==> config.mk <==
export PLATFORM = sky130hd
export DESIGN_NAME = tcap_top
export DESIGN_NICKNAME = d
export VERILOG_FILES = /design/src/core/tcap_pkg.sv /design/src/core/tcap_queue_if.sv /design/src/core/tcap_top.sv /design/src/core/tcap_queue.sv /design/src/core/tcap_match.sv
export SDC_FILE = /design/constraint.sdc
export NUM_CORES = 1
export LEC_CHECK = 0
export BUFFER_PORTS_ARGS = -buffer_cell sky130_fd_sc_hd__clkbuf_2
export CAP_MARGIN = 20
export CORE_AREA = 8 8 166 168
export DETAILED_ROUTE_END_ITERATION = 6
export DIE_AREA = 0 0 174 176
export GPL_ROUTABILITY_DRIVEN = 0
export GPL_TIMING_DRIVEN = 0
export PLACE_DENSITY_LB_ADDON = 0.1
export SYNTH_ARGS = -nofsm -noshare
export SYNTH_HDL_FRONTEND = slang
export SYNTH_SLANG_ARGS = --single-unit
==> constraint.sdc <==
create_clock -name clk -period 4 [get_ports clk]
set_clock_uncertainty 0.05 [all_clocks]
set_input_delay 0 -clock clk [delete_from_list [all_inputs] [get_ports clk]]
set_output_delay 0 -clock clk [all_outputs]
set_load 0.005 [all_outputs]
==> src/core/tcap_pkg.sv <==
`default_nettype none
// Shared constants for the trace trigger and capture block.
package tcap_pkg;

	// Bus widths and capture queue depth.
	localparam int ADDR_W      = 16;
	localparam int DATA_W      = 8;
	localparam int QUEUE_DEPTH = 8;

	// Register byte offsets on the APB port.
	localparam logic [7:0] OFF_CTRL  = 8'h00;
	localparam logic [7:0] OFF_TRIG  = 8'h04;
	localparam logic [7:0] OFF_STAT  = 8'h08;
	localparam logic [7:0] OFF_CMPA  = 8'h0c;
	localparam logic [7:0] OFF_CMPB  = 8'h10;
	localparam logic [7:0] OFF_CMPC  = 8'h14;
	localparam logic [7:0] OFF_COUNT = 8'h18;
	localparam logic [7:0] OFF_QUEUE = 8'h1c;

	// Field positions in debug_control_reg.
	localparam int CTRL_EN_BIT  = 7;
	localparam int CTRL_ARM_BIT = 6;
	localparam int CTRL_TAG_BIT = 5;
	localparam int CTRL_BRK_BIT = 4;

	// Field positions in debug_trigger_reg; the mode sits in bits 3:0.
	localparam int TRIG_SEL_BIT   = 7;
	localparam int TRIG_BEGIN_BIT = 6;

	// Reset values: an armed begin run on comparator A at the reset vector.
	localparam logic [7:0]  CTRL_RST = 8'hc0;
	localparam logic [7:0]  TRIG_RST = 8'h40;
	localparam logic [15:0] CMPA_RST = 16'hfffe;
	localparam logic [15:0] CMPB_RST = 16'h0000;
	localparam logic [15:0] CMPC_RST = 16'h0000;

	// Trigger mode codes.
	localparam logic [3:0] MODE_A_ONLY     = 4'h0;
	localparam logic [3:0] MODE_A_OR_B     = 4'h1;
	localparam logic [3:0] MODE_A_THEN_B   = 4'h2;
	localparam logic [3:0] MODE_EV_B       = 4'h3;
	localparam logic [3:0] MODE_A_THEN_EVB = 4'h4;
	localparam logic [3:0] MODE_A_AND_B    = 4'h5;
	localparam logic [3:0] MODE_A_NOT_B    = 4'h6;
	localparam logic [3:0] MODE_INSIDE     = 4'h7;
	localparam logic [3:0] MODE_OUTSIDE    = 4'h8;

	// Upper byte of an event word and the branch source step back.
	localparam logic [7:0]  EVT_UPPER    = 8'h00;
	localparam logic [15:0] COF_BACKSTEP = 16'h0002;

	// Trace run states.
	typedef enum logic [1:0] {ST_IDLE, ST_WAIT, ST_BEGIN, ST_END} tcap_state_type;

	// True for the two modes that store data bus values.
	function automatic logic isEventMode(input logic [3:0] mode);
		return (mode == MODE_EV_B) || (mode == MODE_A_THEN_EVB);
	endfunction

	// True for the two modes where comparator B watches the data bus.
	function automatic logic isFullMode(input logic [3:0] mode);
		return (mode == MODE_A_AND_B) || (mode == MODE_A_NOT_B);
	endfunction

endpackage
`default_nettype wire

==> src/core/tcap_queue_if.sv <==
`timescale 1ns/100ps
`default_nettype none
// Connection between the trace controller and its capture queue.
interface tcap_queue_if #(parameter int W = 16, parameter int D = 8);
	logic                 push;      // Store one word this cycle.
	logic [W-1:0]         pushData;  // Word to store.
	logic                 pop;       // Advance the read pointer.
	logic                 clear;     // Empty the queue.
	logic [W-1:0]         head;      // Oldest word.
	logic [$clog2(D+1)-1:0] count;   // Valid words, saturates at D.
	logic                 full;      // Count has reached D.
	modport owner (output push, pushData, pop, clear, input head, count, full);
	modport store (input push, pushData, pop, clear, output head, count, full);
endinterface
`default_nettype wire

==> src/core/tcap_top.sv <==
`timescale 1ns/100ps
`default_nettype none
// Contract
// Armed only with enable and arm set
// Disarm on end trigger or full begin
// Reset during end run clears arm only; the code also clears the break bit
// Arm write zero or disable clears armed
// Nine trigger modes qualify start or end
// Arming clears A, B, C flags
// A-only and A-or-B set matching flags
// A-then-B compares B after A
// Event B sets B, always begin
// A-then-event-B is begin type
// A-and-B sets both on joint match
// A-and-not-B sets both on condition
// Tagged end full modes trigger on A
// Inside range sets both flags
// Outside range sets holding comparator flag
// Run type from begin, select, break, tag
// Eight word queue, addresses or data
// Event words have zero upper byte
// Core flags indirect and branch flow
// Store address or previous minus two
// Begin run stores eight after trigger
// End run stops at trigger, no events
// Trigger flow address stored last
// End run keeps the newest eight
// Flags stay set until next arming
module tcap_top (
	// Clock and reset.
	input wire logic        clk,
	input wire logic        rstn,
	// APB slave.
	input wire logic [7:0]  paddr,
	input wire logic        psel,
	input wire logic        penable,
	input wire logic        pwrite,
	input wire logic [31:0] pwdata,
	output logic     [31:0] prdata,
	output logic            pready,
	output logic            pslverr,
	// Core buses and flow indicators, same clock.
	input wire logic [15:0] cpuAddr,
	input wire logic [7:0]  cpuData,
	input wire logic        busValid,
	input wire logic [1:0]  cofInd,
	input wire logic        opcodeExec,
	input wire logic        sysReset,
	// Break request to the core.
	output logic            breakReq,
	output logic            breakTag
);
	localparam int AW = tcap_pkg::ADDR_W;
	localparam int QD = tcap_pkg::QUEUE_DEPTH;

	logic [7:0]    ctrl_r;          // debug_control_reg.
	logic [7:0]    trig_r;          // debug_trigger_reg.
	logic [AW-1:0] cmpA_r;          // Comparator A value.
	logic [AW-1:0] cmpB_r;          // Comparator B value.
	logic [AW-1:0] cmpC_r;          // Comparator C value.
	logic          flagA_r;         // comp_a_flag.
	logic          flagB_r;         // comp_b_flag.
	logic          flagC_r;         // comp_c_flag.
	logic          aSeen_r;         // An A match has happened this run.
	logic [AW-1:0] prevAddr_r;      // Address of the previous bus cycle.
	logic [31:0]   prdata_r;        // Registered read data.
	logic          pready_r;        // High in the access phase.
	logic          pslverr_r;       // Unmapped address answer.
	logic          breakReq_r;      // One-cycle break request.
	logic          breakTag_r;      // Break is tag type.
	tcap_pkg::tcap_state_type state_r; // Trace run state.

	// Shared decode terms.
	logic          enable;          // module_enable.
	logic          armBit;          // Software arm bit.
	logic [3:0]    mode;            // Trigger mode.
	logic          evMode;          // Event-only mode.
	logic          beginRun;        // Effective begin type.
	logic          armed;           // armed_flag.
	logic          tagEnd;          // Tagged break on an end run.
	logic          accessDone;      // APB transfer completes this edge.
	logic          wrCtrl;          // Write to debug_control_reg.
	logic          armReq;          // Software arms the block.
	logic          sysEnd;          // Core reset ends an end run.
	logic          sysDef;          // Core reset restarts the default run.
	logic          clrFlags;        // Flags and A history clear.
	logic          mSetA;           // Raw A flag condition.
	logic          mSetB;           // Raw B flag condition.
	logic          mTrig;           // Raw trigger condition.
	logic          qual;            // Opcode and bus qualifier.
	logic          qSetA;           // Qualified A flag set.
	logic          qSetB;           // Qualified B flag set.
	logic          qTrig;           // Qualified trigger.
	logic          cofHit;          // A change of flow this cycle.
	logic [AW-1:0] cofWord;         // Address to store for it.
	logic          endHit;          // End run trigger disarms.
	logic          fullHit;         // Begin run queue full disarms.
	logic          disarmHw;        // Hardware ends the run.
	logic [31:0]   rdVal;           // Read mux.
	logic          rdErr;           // Read or write to no register.

	tcap_queue_if #(.W(AW), .D(QD)) qIf ();

	assign enable   = ctrl_r[tcap_pkg::CTRL_EN_BIT];
	assign armBit   = ctrl_r[tcap_pkg::CTRL_ARM_BIT];
	assign mode     = trig_r[3:0];
	assign evMode   = tcap_pkg::isEventMode(mode);
	// For arming and break type, event modes count as begin runs whatever the begin bit says.
	assign beginRun = trig_r[tcap_pkg::TRIG_BEGIN_BIT] | evMode;
	assign armed    = (state_r != tcap_pkg::ST_IDLE);
	assign tagEnd   = ~beginRun & ctrl_r[tcap_pkg::CTRL_BRK_BIT] & ctrl_r[tcap_pkg::CTRL_TAG_BIT];

	// APB: the answer is registered in the setup cycle, so pready is high in
	// the first access cycle and writes land at that edge.
	assign accessDone = psel & penable & pready_r;
	assign wrCtrl     = accessDone & pwrite & (paddr == tcap_pkg::OFF_CTRL);
	// Arming needs both bits in the same write.
	assign armReq     = wrCtrl & pwdata[tcap_pkg::CTRL_EN_BIT] & pwdata[tcap_pkg::CTRL_ARM_BIT]
	                    & ~armed;
	// A core reset while enabled with the begin bit clear only ends the run; otherwise it restarts.
	assign sysEnd   = sysReset & enable & ~trig_r[tcap_pkg::TRIG_BEGIN_BIT];
	assign sysDef   = sysReset & ~sysEnd;
	assign clrFlags = armReq | sysDef;

	tcap_match #(.AW(AW), .DW(tcap_pkg::DATA_W)) uMatch (
		.mode   (mode),
		.cmpA   (cmpA_r),
		.cmpB   (cmpB_r),
		.aSeen  (aSeen_r),
		.tagEnd (tagEnd),
		.addr   (cpuAddr),
		.data   (cpuData),
		.setA   (mSetA),
		.setB   (mSetB),
		.trig   (mTrig)
	);

	tcap_queue #(.W(AW), .D(QD)) uQueue (
		.clk  (clk),
		.rstn (rstn),
		.q    (qIf)
	);

	// Trigger select waits for the opcode to execute, except in event modes.
	assign qual  = busValid & (~trig_r[tcap_pkg::TRIG_SEL_BIT] | evMode | opcodeExec);
	assign qSetA = armed & qual & mSetA;
	assign qSetB = armed & qual & mSetB;
	assign qTrig = armed & qual & mTrig;

	// Destination address for indirect flow, branch source otherwise.
	assign cofHit  = cofInd[1] | cofInd[0];
	assign cofWord = cofInd[1] ? cpuAddr : (prevAddr_r - tcap_pkg::COF_BACKSTEP);

	// Hardware end of a run: trigger on an end run, full queue on a begin run.
	assign endHit   = (state_r == tcap_pkg::ST_END) & qTrig;
	assign fullHit  = (state_r == tcap_pkg::ST_BEGIN) & qIf.full;
	assign disarmHw = (endHit | fullHit) & enable & armBit;

	// Queue feed. Begin runs store nothing before the trigger and never
	// overwrite; end runs keep storing, including the trigger's own flow.
	always_comb begin
		qIf.push     = 1'b0;
		qIf.pushData = cofWord;
		if (evMode) begin
			qIf.pushData = {tcap_pkg::EVT_UPPER, cpuData};
		end
		case (state_r)
			tcap_pkg::ST_WAIT: begin
				qIf.push = qTrig & (evMode | cofHit);
			end
			tcap_pkg::ST_BEGIN: begin
				qIf.push = ~qIf.full & (evMode ? qSetB : cofHit);
			end
			tcap_pkg::ST_END: begin
				qIf.push = cofHit;
			end
			default: begin
				qIf.push = 1'b0;
			end
		endcase
	end
	assign qIf.clear = clrFlags;
	// Reading while armed returns the oldest word without shifting.
	assign qIf.pop   = accessDone & ~pwrite & (paddr == tcap_pkg::OFF_QUEUE) & ~armed;

	// Run state; disable or a cleared arm bit drops the armed flag at once.
	always_ff @(posedge clk or negedge rstn) begin
		if (!rstn) begin
			state_r <= tcap_pkg::ST_WAIT;
		end else if (sysDef) begin
			state_r <= tcap_pkg::ST_WAIT;
		end else if (sysEnd) begin
			state_r <= tcap_pkg::ST_IDLE;
		end else if (armReq) begin
			state_r <= beginRun ? tcap_pkg::ST_WAIT : tcap_pkg::ST_END;
		end else if (!enable || !armBit || disarmHw) begin
			state_r <= tcap_pkg::ST_IDLE;
		end else if (state_r == tcap_pkg::ST_WAIT && qTrig) begin
			state_r <= tcap_pkg::ST_BEGIN;
		end
	end

	// Control register; hardware clears the arm bit when a run ends.
	always_ff @(posedge clk or negedge rstn) begin
		if (!rstn) begin
			ctrl_r <= tcap_pkg::CTRL_RST;
		end else if (sysDef) begin
			ctrl_r <= tcap_pkg::CTRL_RST;
		end else if (sysEnd) begin
			ctrl_r[tcap_pkg::CTRL_ARM_BIT] <= 1'b0;
			ctrl_r[tcap_pkg::CTRL_BRK_BIT] <= 1'b0;
		end else if (wrCtrl) begin
			ctrl_r <= pwdata[7:0];
		end else if (disarmHw) begin
			ctrl_r[tcap_pkg::CTRL_ARM_BIT] <= 1'b0;
		end
	end

	// Trigger and comparator registers.
	always_ff @(posedge clk or negedge rstn) begin
		if (!rstn) begin
			trig_r <= tcap_pkg::TRIG_RST;
			cmpA_r <= tcap_pkg::CMPA_RST;
			cmpB_r <= tcap_pkg::CMPB_RST;
			cmpC_r <= tcap_pkg::CMPC_RST;
		end else if (sysDef) begin
			trig_r <= tcap_pkg::TRIG_RST;
			cmpA_r <= tcap_pkg::CMPA_RST;
			cmpB_r <= tcap_pkg::CMPB_RST;
			cmpC_r <= tcap_pkg::CMPC_RST;
		end else if (accessDone && pwrite) begin
			case (paddr)
				tcap_pkg::OFF_TRIG: trig_r <= pwdata[7:0];
				tcap_pkg::OFF_CMPA: cmpA_r <= pwdata[15:0];
				tcap_pkg::OFF_CMPB: cmpB_r <= pwdata[15:0];
				tcap_pkg::OFF_CMPC: cmpC_r <= pwdata[15:0];
				default: begin
				end
			endcase
		end
	end

	// Match flags are sticky; a match in a software arming cycle cannot happen
	// because the block is not yet armed; in a core reset cycle a set wins over the clear.
	always_ff @(posedge clk or negedge rstn) begin
		if (!rstn) begin
			flagA_r <= 1'b0;
			flagB_r <= 1'b0;
			flagC_r <= 1'b0;
			aSeen_r <= 1'b0;
		end else begin
			flagA_r <= (flagA_r & ~clrFlags) | qSetA;
			flagB_r <= (flagB_r & ~clrFlags) | qSetB;
			flagC_r <= (flagC_r & ~clrFlags) | (armed & busValid & (cpuAddr == cmpC_r));
			aSeen_r <= (aSeen_r & ~clrFlags) | qSetA;
		end
	end

	// Previous bus cycle address for branch sources.
	always_ff @(posedge clk or negedge rstn) begin
		if (!rstn) begin
			prevAddr_r <= '0;
		end else if (busValid) begin
			prevAddr_r <= cpuAddr;
		end
	end

	// Break request: force type at a full begin run, tag or force at an end
	// trigger, never when breaks are disabled.
	always_ff @(posedge clk or negedge rstn) begin
		if (!rstn) begin
			breakReq_r <= 1'b0;
			breakTag_r <= 1'b0;
		end else begin
			breakReq_r <= disarmHw & ctrl_r[tcap_pkg::CTRL_BRK_BIT];
			breakTag_r <= disarmHw & endHit & tagEnd;
		end
	end

	// Read mux and address decode.
	always_comb begin
		rdVal = 32'h0000_0000;
		rdErr = 1'b0;
		case (paddr)
			tcap_pkg::OFF_CTRL:  rdVal = {24'h00_0000, ctrl_r};
			tcap_pkg::OFF_TRIG:  rdVal = {24'h00_0000, trig_r};
			tcap_pkg::OFF_STAT:  rdVal = {24'h00_0000, flagA_r, flagB_r, flagC_r, 4'h0, armed};
			tcap_pkg::OFF_CMPA:  rdVal = {16'h0000, cmpA_r};
			tcap_pkg::OFF_CMPB:  rdVal = {16'h0000, cmpB_r};
			tcap_pkg::OFF_CMPC:  rdVal = {16'h0000, cmpC_r};
			tcap_pkg::OFF_COUNT: rdVal = {28'h000_0000, qIf.count};
			tcap_pkg::OFF_QUEUE: rdVal = {16'h0000, qIf.head};
			default: begin
				rdErr = 1'b1;
			end
		endcase
	end

	// APB answer, captured in the setup cycle.
	always_ff @(posedge clk or negedge rstn) begin
		if (!rstn) begin
			prdata_r  <= 32'h0000_0000;
			pready_r  <= 1'b0;
			pslverr_r <= 1'b0;
		end else begin
			pready_r  <= psel & ~penable;
			pslverr_r <= psel & ~penable & rdErr;
			if (psel && !penable && !pwrite) begin
				prdata_r <= rdVal;
			end
		end
	end

	assign prdata   = prdata_r;
	assign pready   = pready_r;
	assign pslverr  = pslverr_r;
	assign breakReq = breakReq_r;
	assign breakTag = breakTag_r;
endmodule
`default_nettype wire

==> src/core/tcap_queue.sv <==
`timescale 1ns/100ps
`default_nettype none
// Circular capture queue that drops its oldest word when pushed while full.
module tcap_queue #(
	parameter int W = 16,
	parameter int D = 8
) (
	// Clock and reset.
	input wire logic   clk,
	input wire logic   rstn,
	// Controller side.
	tcap_queue_if.store q
);
	localparam int PW = $clog2(D);
	localparam int CW = $clog2(D+1);

	logic [W-1:0]  mem [D];   // Word storage, no reset needed.
	logic [PW-1:0] wrPtr_r;   // Next slot to write.
	logic [PW-1:0] rdPtr_r;   // Oldest slot.
	logic [CW-1:0] count_r;   // Valid words.

	// Pointers and count; a pop leaves the count alone so software still
	// sees how many words the run collected.
	always_ff @(posedge clk or negedge rstn) begin
		if (!rstn) begin
			wrPtr_r <= '0;
			rdPtr_r <= '0;
			count_r <= '0;
		end else if (q.clear) begin
			wrPtr_r <= '0;
			rdPtr_r <= '0;
			count_r <= '0;
		end else if (q.push) begin
			wrPtr_r <= wrPtr_r + PW'(1);
			if (count_r == CW'(D)) begin
				rdPtr_r <= rdPtr_r + PW'(1);
			end else begin
				count_r <= count_r + CW'(1);
			end
		end else if (q.pop) begin
			rdPtr_r <= rdPtr_r + PW'(1);
		end
	end

	// Storage write.
	always_ff @(posedge clk) begin
		if (q.push) begin
			mem[wrPtr_r] <= q.pushData;
		end
	end

	assign q.head  = mem[rdPtr_r];
	assign q.count = count_r;
	assign q.full  = (count_r == CW'(D));
endmodule
`default_nettype wire

==> src/core/tcap_match.sv <==
`timescale 1ns/100ps
`default_nettype none
// Comparator decode: which flags a bus cycle sets and whether it triggers.
module tcap_match #(
	parameter int AW = 16,
	parameter int DW = 8
) (
	// Configuration.
	input wire logic [3:0]    mode,
	input wire logic [AW-1:0] cmpA,
	input wire logic [AW-1:0] cmpB,
	input wire logic          aSeen,
	input wire logic          tagEnd,
	// Core bus.
	input wire logic [AW-1:0] addr,
	input wire logic [DW-1:0] data,
	// Results.
	output logic              setA,
	output logic              setB,
	output logic              trig
);
	logic mA;   // Address equals comparator A.
	logic mB;   // Comparator B matches its bus.

	// In full modes B looks at the data bus, elsewhere at the address.
	assign mA = (addr == cmpA);
	assign mB = tcap_pkg::isFullMode(mode) ? (data == cmpB[DW-1:0]) : (addr == cmpB);

	// Per mode flag and trigger decode.
	always_comb begin
		setA = 1'b0;
		setB = 1'b0;
		trig = 1'b0;
		case (mode)
			tcap_pkg::MODE_A_ONLY: begin
				setA = mA;
				trig = mA;
			end
			tcap_pkg::MODE_A_OR_B: begin
				setA = mA;
				setB = mB;
				trig = mA | mB;
			end
			tcap_pkg::MODE_A_THEN_B, tcap_pkg::MODE_A_THEN_EVB: begin
				setA = mA;
				setB = mB & aSeen;
				trig = mB & aSeen;
			end
			tcap_pkg::MODE_EV_B: begin
				setB = mB;
				trig = mB;
			end
			tcap_pkg::MODE_A_AND_B: begin
				setA = mA & mB;
				setB = mA & mB;
				trig = tagEnd ? mA : (mA & mB);
			end
			tcap_pkg::MODE_A_NOT_B: begin
				setA = mA & ~mB;
				setB = mA & ~mB;
				trig = tagEnd ? mA : (mA & ~mB);
			end
			tcap_pkg::MODE_INSIDE: begin
				setA = (addr >= cmpA) && (addr <= cmpB);
				setB = setA;
				trig = setA;
			end
			tcap_pkg::MODE_OUTSIDE: begin
				setA = (addr < cmpA);
				setB = (addr > cmpB);
				trig = setA | setB;
			end
			default: begin
				trig = 1'b0;
			end
		endcase
	end
endmodule
`default_nettype wire

==> tab_implementation.tex, run 1 <==
\begin{tabular}{lr}
\hline
Metric & Value \\
\hline
\multicolumn{2}{l}{\textbf{Clocking}} \\
\quad Number of buffers on the longest clock path & 3 \\
\quad Clock sink total & 244 \\
\quad Clock Root Buffer & sky130\_fd\_sc\_hd\_\_clkbuf\_16 \\
\quad Number of clock buffers inserted by TritonCTS & 27 \\
\quad Clock latency of the later-clocked register in the worst-skew pair & $\sim$0.55 ns \\
\quad TritonCTS clock tree & done \\
\quad CTS H-tree lvls & 1 \\
\quad Reg clk slew, reported paths & 0.06 ns \\
\multicolumn{2}{l}{\textbf{Power and ir drop}} \\
\quad Power density of the placed cells & around 380 mW/mm² \\
\quad Switching part of the total power & a little under a quarter \\
\quad Flop pwr share & 48.6\% \\
\quad Lkg Pwr & 5.79 nW \\
\quad Max IR drop VDD & a little over 0.3 mV \\
\quad P\_sw & 0.00136 W \\
\quad Cell internal pwr & 0.00438 W \\
\quad Clk pwr share & 43.0\% \\
\quad Combinational share of power & 8.4\% \\
\multicolumn{2}{l}{\textbf{Floorplanning}} \\
\quad Width of the die & 174 µm \\
\quad Initial Util & 49.3\% \\
\quad Die Y-Extent & 176 µm \\
\quad Number of top-level pins & 110 \\
\quad Floorplan row count & 58 \\
\quad Core Box Area & 0.0248 mm² \\
\quad Die area & 0.0306 mm² \\
\multicolumn{2}{l}{\textbf{Yosys}} \\
\quad Total number of yosys warnings & 0 \\
\quad Sequential share of the synthesized area & 55.3\% \\
\quad Per-instance average area after synthesis & 12.0 µm² \\
\quad Share of the synthesized area in the top cell type & 31.4\% \\
\quad Post-synth EDFFs & 128 \\
\quad Synthesized instance count & between 1,000 and 1,500 \\
\quad Dominant cells by area after synthesis & sky130\_fd\_sc\_hd\_\_edfxtp\_1, sky130\_fd\_sc\_hd\_\_dfrtp\_1, sky130\_fd\_sc\_hd\_\_mux4\_2 \\
\quad Distinct cell type count after synthesis & 77 \\
\quad Synthesized flop and latch total & about 240 \\
\quad Most instantiated flip-flop cell in the synthesis netlist & sky130\_fd\_sc\_hd\_\_edfxtp\_1 \\
\quad Most numerous cell types in the synthesized netlist & sky130\_fd\_sc\_hd\_\_edfxtp\_1, sky130\_fd\_sc\_hd\_\_nand2\_1, sky130\_fd\_sc\_hd\_\_dfrtp\_1, sky130\_fd\_sc\_hd\_\_nor2\_1, sky130\_fd\_sc\_hd\_\_a21oi\_1 \\
\quad Async SR Flop Fraction & a little under half \\
\quad Leading area contributor after synthesis & sky130\_fd\_sc\_hd\_\_edfxtp\_1 \\
\quad Most common cell in the netlist & sky130\_fd\_sc\_hd\_\_edfxtp\_1 \\
\quad Cell area after synthesis & 0.0122 mm² \\
\multicolumn{2}{l}{\textbf{Setup path}} \\
\quad Number of cells traversed by the worst register-to-register path & 12 \\
\quad Launching element type of the critical path & flip-flop \\
\quad Worst R2R Start & cmpA\_r[15] \\
\quad Start-to-end type of the worst setup path & flip-flop to flip-flop \\
\quad Top fanout value on the critical path & 14 \\
\quad Cell Chain, Critical Path & inv\_1 -> ha\_1 -> and4\_1 -> nand2\_1 -> or3\_4 -> a2111oi\_4 -> a211oi\_2 -> a31oi\_4 -> buf\_4 -> nand2\_2 -> nor3b\_4 -> buf\_8 \\
\quad Buffers and inverters on the worst path & 3 \\
\quad Family with the most delay on the worst path & simple AND/OR/NAND/NOR gates \\
\quad Slowest library cell on the worst path & sky130\_fd\_sc\_hd\_\_dfstp\_2 \\
\quad Register-to-Register Setup Slack & 0.16 ns \\
\quad Critical path data arrival time & 4.02 ns \\
\quad Worst Setup End Kind & flip-flop \\
\quad Required time reported for the critical path endpoint & approximately 4.2 ns \\
\quad Stage delay of the slowest cell on the critical path & 0.53 ns \\
\quad Capture point of the worst reg-to-reg path & uQueue.mem[3][15] \\
\multicolumn{2}{l}{\textbf{Routing}} \\
\quad Detail-routed via count per cell & 5.71 \\
\quad DR iter-0 viols & 961 \\
\quad Total detailed-routing wirelength & about 35,000 µm \\
\quad Number of routed nets with antenna violations & 0 \\
\quad Number of detailed-routing iterations run before antenna repair & 7 \\
\quad Per-cell routed wire length & 22.2 µm \\
\quad DRC violation count after routing & 2 \\
\quad Vias & between 8,000 and 9,000 \\
\multicolumn{2}{l}{\textbf{Global route}} \\
\quad Antenna violations before repair & 0 \\
\quad Residual overflow from global routing & 0 \\
\quad All-layer global routing usage & 22.7\% \\
\quad Pin count of the biggest net entering global routing & 94 \\
\quad Vias in the first global route & about 9,000 \\
\quad First-pass GRT wire length & 53,600 µm \\
\multicolumn{2}{l}{\textbf{Final layout}} \\
\quad Multi-input gate area in the final layout & 0.00510 mm² \\
\quad Area used by sequential logic in the layout & just under 0.007 mm² \\
\quad Area growth syn-to-layout & 21.9\% \\
\quad Filler cell count & 2,094 \\
\quad Layout cells sized above 1 & 21.8\% \\
\quad Net count, final & 1,333 \\
\quad Design area & 0.0149 mm² \\
\quad Util after Layout & 60.2\% \\
\multicolumn{2}{l}{\textbf{STA}} \\
\quad Setup violations, final & 0 \\
\quad Unrepaired setup endpoints after global routing & no \\
\quad Max Transition Viols Final & 0 \\
\quad Maximum clock rate & 0.261 GHz \\
\quad Shortest period the worst path allows & approximately 3.8 ns \\
\quad Post-route fraction of the period consumed by the critical path & 95.9\% \\
\quad Worst rel slew slack & 26.3\% \\
\quad Worst-margin pin slew & 1.09 ns \\
\quad Fin Hold WS & between 0.02 and 0.025 ns \\
\quad Final setup TNS & 0 ns \\
\quad Hold violation count in the final report & 0 \\
\multicolumn{2}{l}{\textbf{Hold path}} \\
\quad Origin of the worst min-delay path & cpuData[2] \\
\quad Cell count of the worst hold path & 3 \\
\quad Worst min-delay path category & input pin to flip-flop \\
\quad Worst hold endpoint & uQueue.mem[0][2] \\
\multicolumn{2}{l}{\textbf{Place}} \\
\quad Post-detailed-placement cell area & 0.0133 mm² \\
\quad DP Wirelength & 25,500 µm \\
\quad Count of input and output buffers & 74 \\
\multicolumn{2}{l}{\textbf{Outcome}} \\
\quad Outcome & complete, but fails checks \\
\quad Failing checks & design-rule violations \\
\multicolumn{2}{l}{\textbf{Job}} \\
\quad Max-cap viol count & 0 \\
\hline
\end{tabular}
==> cell families (layout without fill, tap and decap cells) <==
family	after synthesis	count (layout)	share of synthesized area, %
other	1	17	0.0306
xor gates and xnor gates	37	37	2.65
and+or+nand+nor	292	292	11.8
buffers and inverters	113	322	4.25
adders and majority gates	37	37	3.78
muxes	83	83	10.2
DFF	244	244	55.3
AOI/OAI and AO/OA	212	212	12.0
==> how the worst max path moves through the flow <==
stage                          start                 to  slack [ns]  cells after the start
after floorplan            cmpA_r[6]   uQueue.mem[0][0]        0.09                     10
after global placement    cmpA_r[11]  uQueue.mem[0][10]       -1.50                     10
after detailed placement  cmpA_r[11]  uQueue.mem[0][10]       -0.19                     11
after CTS                 cmpA_r[14]  uQueue.mem[5][12]        0.01                     12
after global routing      cmpA_r[13]  uQueue.mem[3][15]        0.05                     12
final                     cmpA_r[15]  uQueue.mem[3][15]        0.16                     12
==> placed cells by master (no fill, tap or decap), types with 16 or more instances in the layout <==
cell type	count
sky130_fd_sc_hd__a21oi_1	68
sky130_fd_sc_hd__buf_4	33
sky130_fd_sc_hd__clkbuf_1	43
sky130_fd_sc_hd__clkbuf_16	27
sky130_fd_sc_hd__clkbuf_2	73
sky130_fd_sc_hd__conb_1	16
sky130_fd_sc_hd__dfrtp_1	97
sky130_fd_sc_hd__dfstp_2	19
sky130_fd_sc_hd__dlygate4sd3_1	59
sky130_fd_sc_hd__edfxtp_1	128
sky130_fd_sc_hd__ha_1	37
sky130_fd_sc_hd__inv_1	44
sky130_fd_sc_hd__mux2i_1	37
sky130_fd_sc_hd__mux4_2	32
sky130_fd_sc_hd__nand2_1	101
sky130_fd_sc_hd__nand3_1	27
sky130_fd_sc_hd__nor2_1	76
sky130_fd_sc_hd__o211ai_1	27
sky130_fd_sc_hd__o21ai_0	27
sky130_fd_sc_hd__xnor2_1	32
==> cell type report <==
cell class / instances / area share [%]
antenna: 1 / 0.0168
buffer: 69 / 2.38
clock buffer: 30 / 4.60
clock inverter: 20 / 1.32
inverter: 44 / 1.11
multi-input combinational: 677 / 34.2
sequential: 244 / 45.3
tap: 330 / 2.76
timing repair buffer: 159 / 8.32
==> tightest hold or removal path, cell delays in order <==
cell and delay [ns]:
sky130_fd_sc_hd__clkbuf_2 0.09, sky130_fd_sc_hd__nor2_1 0.11, sky130_fd_sc_hd__a21oi_1 0.17
==> routing by layer <==
layer	up-vias	wire length (µm)	GRT usage, %
li1	4165	-	-
met1	4421	15500	31.5
met2	345	15600	35.3
met3	55	2740	4.70
met4	0	1120	7.02
met5	-	0	0
==> registers in the layout (all words and copies together) (netlist names), 2 cells and up <==
| register | count |
|---|---|
| trig_r | 8 |
| uQueue.wrPtr_r | 3 |
| cmpB_r | 16 |
| uQueue.rdPtr_r | 3 |
| cmpA_r | 16 |
| ctrl_r | 8 |
| cmpC_r | 16 |
| prevAddr_r | 16 |
| uQueue.q.count | 4 |
| uQueue.mem | 128 |
| state_r | 2 |
| prdata | 16 |
==> what timing repair did <==
action                     CTS  global route
hold endpoints to repair   216            16
setup endpoints to repair   46            65
hold buffers                56             2
gates resized for setup      2             2
buffers inserted             0            12
pin swaps                    1             5
==> stage by stage <==
step | total power (W) | worst slack, ns | instances
floorplan | 0.00304 | 0.0860 | 1034
global placement | 0.00324 | -1.50 | 1438
CTS | 0.00576 | 0.0100 | 1555
detailed placement | 0.00325 | -0.190 | 1449
global route | 0.00592 | 0.0517 | 1573
finish | 0.00573 | 0.164 | 1574
==> power groups by stage <==
stage               Combinational, W  Clock [W]  Sequential, W
global placement            0.000408          0        0.00283
detailed placement          0.000419          0        0.00283
global route                0.000530    0.00260        0.00279
finish                      0.000482    0.00247        0.00278
floorplan                   0.000221          0        0.00282
CTS                         0.000472    0.00251        0.00278
Power figures use the tool's default switching activity.
==> inputs of run 2 (changes only) <==
--- a/config.mk
+++ b/config.mk
@@ -7,9 +7,9 @@
 export LEC_CHECK = 0
 export BUFFER_PORTS_ARGS = -buffer_cell sky130_fd_sc_hd__clkbuf_2
 export CAP_MARGIN = 20
-export CORE_AREA = 8 8 166 168
+export CORE_AREA = 8 8 174 160
 export DETAILED_ROUTE_END_ITERATION = 6
-export DIE_AREA = 0 0 174 176
+export DIE_AREA = 0 0 182 168
 export GPL_ROUTABILITY_DRIVEN = 0
 export GPL_TIMING_DRIVEN = 0
 export PLACE_DENSITY_LB_ADDON = 0.1
==> tab_implementation.tex, run 2 (same netlist as run 1, synthesis figures left out) <==
\begin{tabular}{lr}
\hline
Metric & Value \\
\hline
\multicolumn{2}{l}{\textbf{STA}} \\
\quad Fin Hold WS & 0.0455 ns (+0.0253 ns) \\
\quad Maximum clock rate & 0.257 GHz (-1.5\%) \\
\quad Shortest period the worst path allows & 3.89 ns (+0.0578 ns) \\
\quad Worst rel slew slack & 21.1\% (-5.2 points) \\
\quad Hold violation count in the final report & 0 (unchanged) \\
\quad Worst-margin pin slew & 1.17 ns (+0.0805 ns) \\
\quad Unrepaired setup endpoints after global routing & no \\
\quad Max Transition Viols Final & 0 (unchanged) \\
\quad Post-route fraction of the period consumed by the critical path & 97.3\% (+1.4 points) \\
\quad Post-route worst setup slack & 0.106 ns (-0.0578 ns) \\
\quad Setup violations, final & 0 (unchanged) \\
\multicolumn{2}{l}{\textbf{Routing}} \\
\quad Number of routed nets with antenna violations & 0 (unchanged) \\
\quad Total detailed-routing wirelength & 34,800 µm (-0.59\%) \\
\quad DRC violation count after routing & 0 (-2) \\
\quad Number of detailed-routing iterations run before antenna repair & 5 (-2) \\
\quad Detail-routed via count per cell & 5.84 (+2.3\%) \\
\quad DR iter-0 viols & 912 (-5.1\%) \\
\quad Per-cell routed wire length & 22.5 µm (+1.1\%) \\
\quad Vias & 9,032 (+0.51\%) \\
\multicolumn{2}{l}{\textbf{Global route}} \\
\quad Vias in the first global route & 8,694 (-3.0\%) \\
\quad Pin count of the biggest net entering global routing & 94 (unchanged) \\
\quad Residual overflow from global routing & 0 (unchanged) \\
\quad First-pass GRT wire length & 53,600 µm (about the same) \\
\quad All-layer global routing usage & 22.7\% (+0.035 points) \\
\quad Antenna violations before repair & 0 (unchanged) \\
\multicolumn{2}{l}{\textbf{Outcome}} \\
\quad Outcome & complete, no violations \\
\multicolumn{2}{l}{\textbf{Place}} \\
\quad DP Wirelength & 25,600 µm (+0.25\%) \\
\quad Count of input and output buffers & 74 (unchanged) \\
\quad Placed Cells & 1,432 (-1.2\%) \\
\quad Pre-CTS setup slack & -0.127 ns (+0.0630 ns) \\
\multicolumn{2}{l}{\textbf{Final layout}} \\
\quad Filler cell count & 2,049 (-2.1\%) \\
\quad Largest register by flop count & uQueue.mem \\
\quad Most common cell after layout, fill and taps aside & sky130\_fd\_sc\_hd\_\_edfxtp\_1 \\
\quad Util after Layout & 59.8\% (-0.41 points) \\
\quad Multi-input gate area in the final layout & 0.00510 mm² (about the same) \\
\quad Flip-flop count of the largest register after layout & 128 (unchanged) \\
\quad Leading cell types in the layout, fill and taps excluded & sky130\_fd\_sc\_hd\_\_edfxtp\_1, sky130\_fd\_sc\_hd\_\_nand2\_1, sky130\_fd\_sc\_hd\_\_dfrtp\_1 \\
\quad Area used by sequential logic in the layout & 0.00677 mm² (unchanged) \\
\quad Ant. Diodes & 0 (-1) \\
\quad Net count, final & 1,325 (-0.60\%) \\
\quad Final instance count without filler cells & 1,547 (-1.7\%) \\
\quad Area growth syn-to-layout & 20.9\% \\
\quad Layout cells sized above 1 & 21.2\% (-0.57 points) \\
\multicolumn{2}{l}{\textbf{Clocking}} \\
\quad Clock latency of the later-clocked register in the worst-skew pair & 0.53 ns (-0.02 ns) \\
\quad Number of buffers on the longest clock path & 3 (unchanged) \\
\quad Number of clock buffers inserted by TritonCTS & 26 (-3.7\%) \\
\quad Reg clk slew, reported paths & 0.06 ns (about the same) \\
\quad Clock sink total & 244 (unchanged) \\
\quad CTS H-tree lvls & 1 (unchanged) \\
\quad TritonCTS clock tree & done \\
\quad Clock Root Buffer & sky130\_fd\_sc\_hd\_\_clkbuf\_16 \\
\multicolumn{2}{l}{\textbf{Setup path}} \\
\quad Worst Setup End Kind & flip-flop \\
\quad Register-to-Register Setup Slack & 0.11 ns (-0.06 ns) \\
\quad Cell Chain, Critical Path & inv\_1 -> ha\_1 -> and4\_1 -> nand2\_1 -> or3\_4 -> a2111oi\_4 -> a211oi\_2 -> a31oi\_4 -> buf\_4 -> nand2\_2 -> nor3b\_4 -> buf\_8 \\
\quad Start-to-end type of the worst setup path & flip-flop to flip-flop \\
\quad Worst R2R Start & cmpA\_r[15] \\
\quad Slowest library cell on the worst path & sky130\_fd\_sc\_hd\_\_dfstp\_2 \\
\quad Launching element type of the critical path & flip-flop \\
\quad Number of cells traversed by the worst register-to-register path & 12 (unchanged) \\
\quad Worst setup path endpoint & uQueue.mem[5][5] \\
\quad Family with the most delay on the worst path & simple AND/OR/NAND/NOR gates \\
\quad Capture point of the worst reg-to-reg path & uQueue.mem[5][5] \\
\quad Origin of the worst setup path & cmpA\_r[15] \\
\quad Required time reported for the critical path endpoint & 4.17 ns (-0.02 ns) \\
\quad Buffers and inverters on the worst path & 3 (unchanged) \\
\quad Critical path data arrival time & 4.07 ns (+0.05 ns) \\
\quad Stage delay of the slowest cell on the critical path & 0.53 ns (about the same) \\
\quad Top fanout value on the critical path & 13 (-1) \\
\quad WP depth & 12 (unchanged) \\
\multicolumn{2}{l}{\textbf{Power and ir drop}} \\
\quad Total chip power & 0.00559 W (-2.5\%) \\
\quad Cell internal pwr & 0.00427 W (-2.5\%) \\
\quad P\_sw & 0.00132 W (-2.5\%) \\
\quad Max IR drop VDD & 0.335 mV (+9.7\%) \\
\quad Clk pwr share & 41.6\% (-1.4 points) \\
\quad Lkg Pwr & 5.72 nW (-1.1\%) \\
\quad Combinational share of power & 8.6\% (+0.2 points) \\
\quad Flop pwr share & 49.8\% (+1.2 points) \\
\quad Switching part of the total power & 23.7\% (about the same) \\
\quad Power density of the placed cells & 378 mW/mm² (-1.7\%) \\
\multicolumn{2}{l}{\textbf{Floorplanning}} \\
\quad Width of the die & 182 µm (+4.6\%) \\
\quad Die Y-Extent & 168 µm (-4.5\%) \\
\quad Floorplan row count & 55 (-5.2\%) \\
\quad Initial Util & 49.4\% (+0.090 points) \\
\quad Number of top-level pins & 110 (unchanged) \\
\quad Core Box Area & 0.0248 mm² (-0.18\%) \\
\quad Die area & 0.0306 mm² (-0.16\%) \\
\multicolumn{2}{l}{\textbf{Job}} \\
\quad Max-cap viol count & 0 (unchanged) \\
\multicolumn{2}{l}{\textbf{Hold path}} \\
\quad Worst min-delay path category & input pin to flip-flop \\
\hline
\end{tabular}
==> run 2: cell count changes in the layout (fill, tap and decap cells not counted), sizes merged <==
cell,previous run,this run
clkinv,13,10
buf,53,50
dlygate4sd3,59,57
bufinv,3,2
diode,1,0
==> run 2: how the worst min path moves through the flow <==
stage / from / endpoint / slack [ns] / depth (start not counted)
2_1_floorplan: rstn / aSeen_r / -0.35 / 0
3_3_place_gp: sysReset / state_r[1] / 0.18 / 2
3_5_place_dp: rstn / aSeen_r / -0.16 / 1
4_1_cts: paddr[2] / cmpA_r[0] / 0.02 / 5
5_1_grt: cpuData[3] / uQueue.mem[3][3] / 0.04 / 3
6_report: paddr[2] / cmpA_r[0] / 0.05 / 5
==> run 2: layout make-up <==
cell class	count	area share, %
timing repair buffer	152	8.14
clock inverter	16	1.01
inverter	44	1.12
multi-input combinational	677	34.4
tap	313	2.64
sequential	244	45.7
clock buffer	32	4.55
buffer	69	2.40
==> run 2: metal layers <==
metal  part of all wire (%)  GRT usage [%]
met5                      0              0
met4                    1.7           4.20
met3                    7.8           4.73
met2                     45           34.8
met1                     46           33.0
==> run 2: power by group through the flow <==
stage          Combinational (W)  Sequential [W]  Clock (W)
6_report                0.000478         0.00279    0.00233
5_1_grt                 0.000524         0.00279    0.00246
4_1_cts                 0.000472         0.00278    0.00236
3_5_place_dp            0.000421         0.00283          0
3_3_place_gp            0.000407         0.00283          0
2_1_floorplan           0.000221         0.00282          0
==> run 2: what timing repair did <==
item,in CTS,in global routing
endpoints found under the hold margin,215,0
endpoints found under the setup margin,36,58
gates resized for setup,2,1
pin swaps,0,5
hold buffers,56,0
setup buffers,0,9
==> run 2: metrics by stage <==
step	TNS (ns)	area (µm²)
final	0	14800
after global routing	0	14800
after CTS	0	14700
after detailed placement	-1.34	13300
after global placement	-88.67	13100
after floorplan	0	12300
==> run 2: worst reg2reg max path, delay by kind of cell, from the launching register on <==
kind | cells | cell delay [ns]
and+or+nand+nor | 5 | 1.44
buffers and inverters | 3 | 0.51
DFF | 1 | 0.53
AOI/OAI and AO/OA | 3 | 0.76
adders and majority gates | 1 | 0.31
==> inputs of run 3 (changes only) <==
--- a/config.mk
+++ b/config.mk
@@ -6,7 +6,7 @@
 export NUM_CORES = 1
 export LEC_CHECK = 0
 export BUFFER_PORTS_ARGS = -buffer_cell sky130_fd_sc_hd__clkbuf_2
-export CAP_MARGIN = 20
+export CAP_MARGIN = 15
 export CORE_AREA = 8 8 174 160
 export DETAILED_ROUTE_END_ITERATION = 6
 export DIE_AREA = 0 0 182 168
==> constraint.sdc (replaced) <==
create_clock -name clk -period 4 [get_ports clk]
set_clock_uncertainty 0.05 [all_clocks]
set_input_delay 0.2 -clock clk [delete_from_list [all_inputs] [get_ports clk]]
set_output_delay 0.2 -clock clk [all_outputs]
set_load 0.005 [all_outputs]
==> tab_implementation.tex, run 3 (same netlist as run 1, synthesis figures left out) <==
\begin{tabular}{lr}
\hline
Metric & Value \\
\hline
\multicolumn{2}{l}{\textbf{Outcome}} \\
\quad Outcome & complete, no violations \\
\multicolumn{2}{l}{\textbf{Setup path}} \\
\quad Cell Chain, Critical Path & inv\_1 -> ha\_1 -> and4\_1 -> nand2\_1 -> or3\_4 -> a2111oi\_4 -> a211oi\_2 -> a31oi\_4 -> buf\_4 -> nand2\_2 -> nor3b\_4 -> buf\_8 \\
\quad Worst Setup End Kind & flip-flop \\
\quad Register-to-Register Setup Slack & 0.16 ns (+0.05 ns) \\
\quad Top fanout value on the critical path & 13 (unchanged) \\
\quad Buffers and inverters on the worst path & 3 (unchanged) \\
\quad Launching element type of the critical path & flip-flop \\
\quad Slowest library cell on the worst path & sky130\_fd\_sc\_hd\_\_dfstp\_2 \\
\quad Stage delay of the slowest cell on the critical path & 0.53 ns (about the same) \\
\quad Family with the most delay on the worst path & simple AND/OR/NAND/NOR gates \\
\quad Required time reported for the critical path endpoint & 4.18 ns (about the same) \\
\quad Critical path data arrival time & 4.03 ns (-0.04 ns) \\
\quad Start-to-end type of the worst setup path & flip-flop to flip-flop \\
\multicolumn{2}{l}{\textbf{Power and ir drop}} \\
\quad Switching part of the total power & 23.8\% (+0.071 points) \\
\quad Cell internal pwr & 0.00424 W (-0.53\%) \\
\quad Flop pwr share & 50.0\% (+0.2 points) \\
\quad Max IR drop VDD & 0.317 mV (-5.5\%) \\
\quad Combinational share of power & 8.2\% (-0.4 points) \\
\quad Power density of the placed cells & 381 mW/mm² (+1.0\%) \\
\quad P\_sw & 0.00132 W (-0.14\%) \\
\quad Total chip power & 0.00557 W (-0.43\%) \\
\quad Lkg Pwr & 5.65 nW (-1.4\%) \\
\quad Clk pwr share & 41.8\% (+0.2 points) \\
\multicolumn{2}{l}{\textbf{Global route}} \\
\quad First-pass GRT wire length & 53,000 µm (-1.2\%) \\
\quad Antenna violations before repair & 0 (unchanged) \\
\quad Residual overflow from global routing & 0 (unchanged) \\
\quad Vias in the first global route & 8,719 (+0.29\%) \\
\quad Pin count of the biggest net entering global routing & 94 (unchanged) \\
\quad All-layer global routing usage & 22.4\% (-0.27 points) \\
\multicolumn{2}{l}{\textbf{Final layout}} \\
\quad Flip-flop count of the largest register after layout & 128 (unchanged) \\
\quad Leading cell types in the layout, fill and taps excluded & sky130\_fd\_sc\_hd\_\_edfxtp\_1, sky130\_fd\_sc\_hd\_\_nand2\_1, sky130\_fd\_sc\_hd\_\_dfrtp\_1 \\
\quad Util after Layout & 58.9\% (-0.85 points) \\
\quad Final instance count without filler cells & 1,528 (-1.2\%) \\
\quad Layout cells sized above 1 & 21.6\% (+0.33 points) \\
\quad Most common cell after layout, fill and taps aside & sky130\_fd\_sc\_hd\_\_edfxtp\_1 \\
\quad Largest register by flop count & uQueue.mem \\
\quad Design area & 0.0146 mm² (-1.4\%) \\
\quad Area growth syn-to-layout & 19.2\% \\
\quad Net count, final & 1,306 (-1.4\%) \\
\quad Ant. Diodes & 0 (unchanged) \\
\multicolumn{2}{l}{\textbf{Clocking}} \\
\quad Number of clock buffers inserted by TritonCTS & 26 (unchanged) \\
\quad CTS H-tree lvls & 1 (unchanged) \\
\quad Clock Root Buffer & sky130\_fd\_sc\_hd\_\_clkbuf\_16 \\
\quad Clock latency of the later-clocked register in the worst-skew pair & 0.54 ns (about the same) \\
\quad TritonCTS clock tree & done \\
\quad Number of buffers on the longest clock path & 3 (unchanged) \\
\quad Clock sink total & 244 (unchanged) \\
\quad Reg clk slew, reported paths & 0.07 ns (about the same) \\
\multicolumn{2}{l}{\textbf{Job}} \\
\quad Max-cap viol count & 0 (unchanged) \\
\multicolumn{2}{l}{\textbf{Routing}} \\
\quad Total detailed-routing wirelength & 34,500 µm (-0.92\%) \\
\quad DR iter-0 viols & 866 (-5.0\%) \\
\quad Per-cell routed wire length & 22.6 µm (+0.31\%) \\
\quad Detail-routed via count per cell & 5.79 (-0.75\%) \\
\quad Number of detailed-routing iterations run before antenna repair & 7 (+2) \\
\quad Number of routed nets with antenna violations & 0 (unchanged) \\
\quad Vias & 8,854 (-2.0\%) \\
\quad DRC violation count after routing & 0 (unchanged) \\
\multicolumn{2}{l}{\textbf{STA}} \\
\quad Post-route fraction of the period consumed by the critical path & 96.1\% (-1.2 points) \\
\quad Worst-margin pin slew & 1.07 ns (-0.104 ns) \\
\quad Hold violation count in the final report & 0 (unchanged) \\
\quad Worst rel slew slack & 27.9\% (+6.8 points) \\
\quad Shortest period the worst path allows & 3.84 ns (-0.0490 ns) \\
\quad Unrepaired setup endpoints after global routing & no \\
\quad Post-route worst setup slack & 0.155 ns (+0.0490 ns) \\
\quad Setup violations, final & 0 (unchanged) \\
\quad Maximum clock rate & 0.260 GHz (+1.3\%) \\
\quad Max Transition Viols Final & 0 (unchanged) \\
\multicolumn{2}{l}{\textbf{Hold path}} \\
\quad Worst min-delay path category & input pin to async pin \\
\multicolumn{2}{l}{\textbf{Floorplanning}} \\
\quad Width of the die & 182 µm (unchanged) \\
\quad Core Box Area & 0.0248 mm² (unchanged) \\
\quad Die Y-Extent & 168 µm (unchanged) \\
\quad Number of top-level pins & 110 (unchanged) \\
\quad Die area & 0.0306 mm² (unchanged) \\
\quad Floorplan row count & 55 (unchanged) \\
\quad Initial Util & 49.4\% (unchanged) \\
\multicolumn{2}{l}{\textbf{Place}} \\
\quad Post-detailed-placement cell area & 0.0133 mm² (unchanged) \\
\quad DP Wirelength & 25,600 µm (about the same) \\
\quad Placed Cells & 1,432 (unchanged) \\
\quad Count of input and output buffers & 74 (unchanged) \\
\quad Pre-CTS setup slack & -0.108 ns (+0.0196 ns) \\
\hline
\end{tabular}
-- run 3: power by group through the flow --
stage	Combinational, W	Clock (W)	Sequential [W]
final	0.000455	0.00233	0.00279
after global routing	0.000498	0.00245	0.00279
after CTS	0.000453	0.00236	0.00279
after detailed placement	0.000420	0	0.00283
after global placement	0.000407	0	0.00283
after floorplan	0.000221	0	0.00282
-- run 3: what timing repair did --
item                                    CTS  global route
hold endpoints to repair                176             0
setup buffers                             0             8
resized for setup                         2             1
cloned                                    0             0
endpoints found under the setup margin   31            49
pin swaps                                 0             5
hold buffers                             39             0
-- run 3: cell type report --
cell class | count | area (µm²)
sequential | 244 | 6770
tap | 313 | 392
inverter | 44 | 165
buffer | 69 | 355
clock buffer | 32 | 673
multi-input combinational | 677 | 5100
timing repair buffer | 133 | 1000
fill | 2067 | 10200
clock inverter | 16 | 144
-- run 3: final timing paths --
check,from,to,cells past startpoint
hold / removal,rstn,aSeen_r,2
min in group clk,busValid,prevAddr_r[8],3
setup reg to reg,cmpA_r[15],uQueue.mem[5][5],12
hold reg to reg,ctrl_r[0],ctrl_r[0],2
max in group asynchronous,rstn,cmpA_r[11],3
setup / recovery,cmpA_r[15],uQueue.mem[5][5],12
-- run 3: layer usage --
layer | GRT usage [%] | vias to the layer above | wire [µm]
li1 | - | 4127 | -
met1 | 32.6 | 4401 | 15900
met2 | 34.7 | 289 | 15500
met3 | 3.89 | 37 | 2380
met4 | 4.99 | 0 | 730
met5 | 0 | - | 0
-- run 3: through the flow --
stage	TNS, ns	hold slack (ns)
6_report	0	0.0540
2_1_floorplan	0	-0.146
4_1_cts	0	0.0496
3_3_place_gp	-88.67	0.381
5_1_grt	0	0.0796
3_5_place_dp	-1.19	0.0426
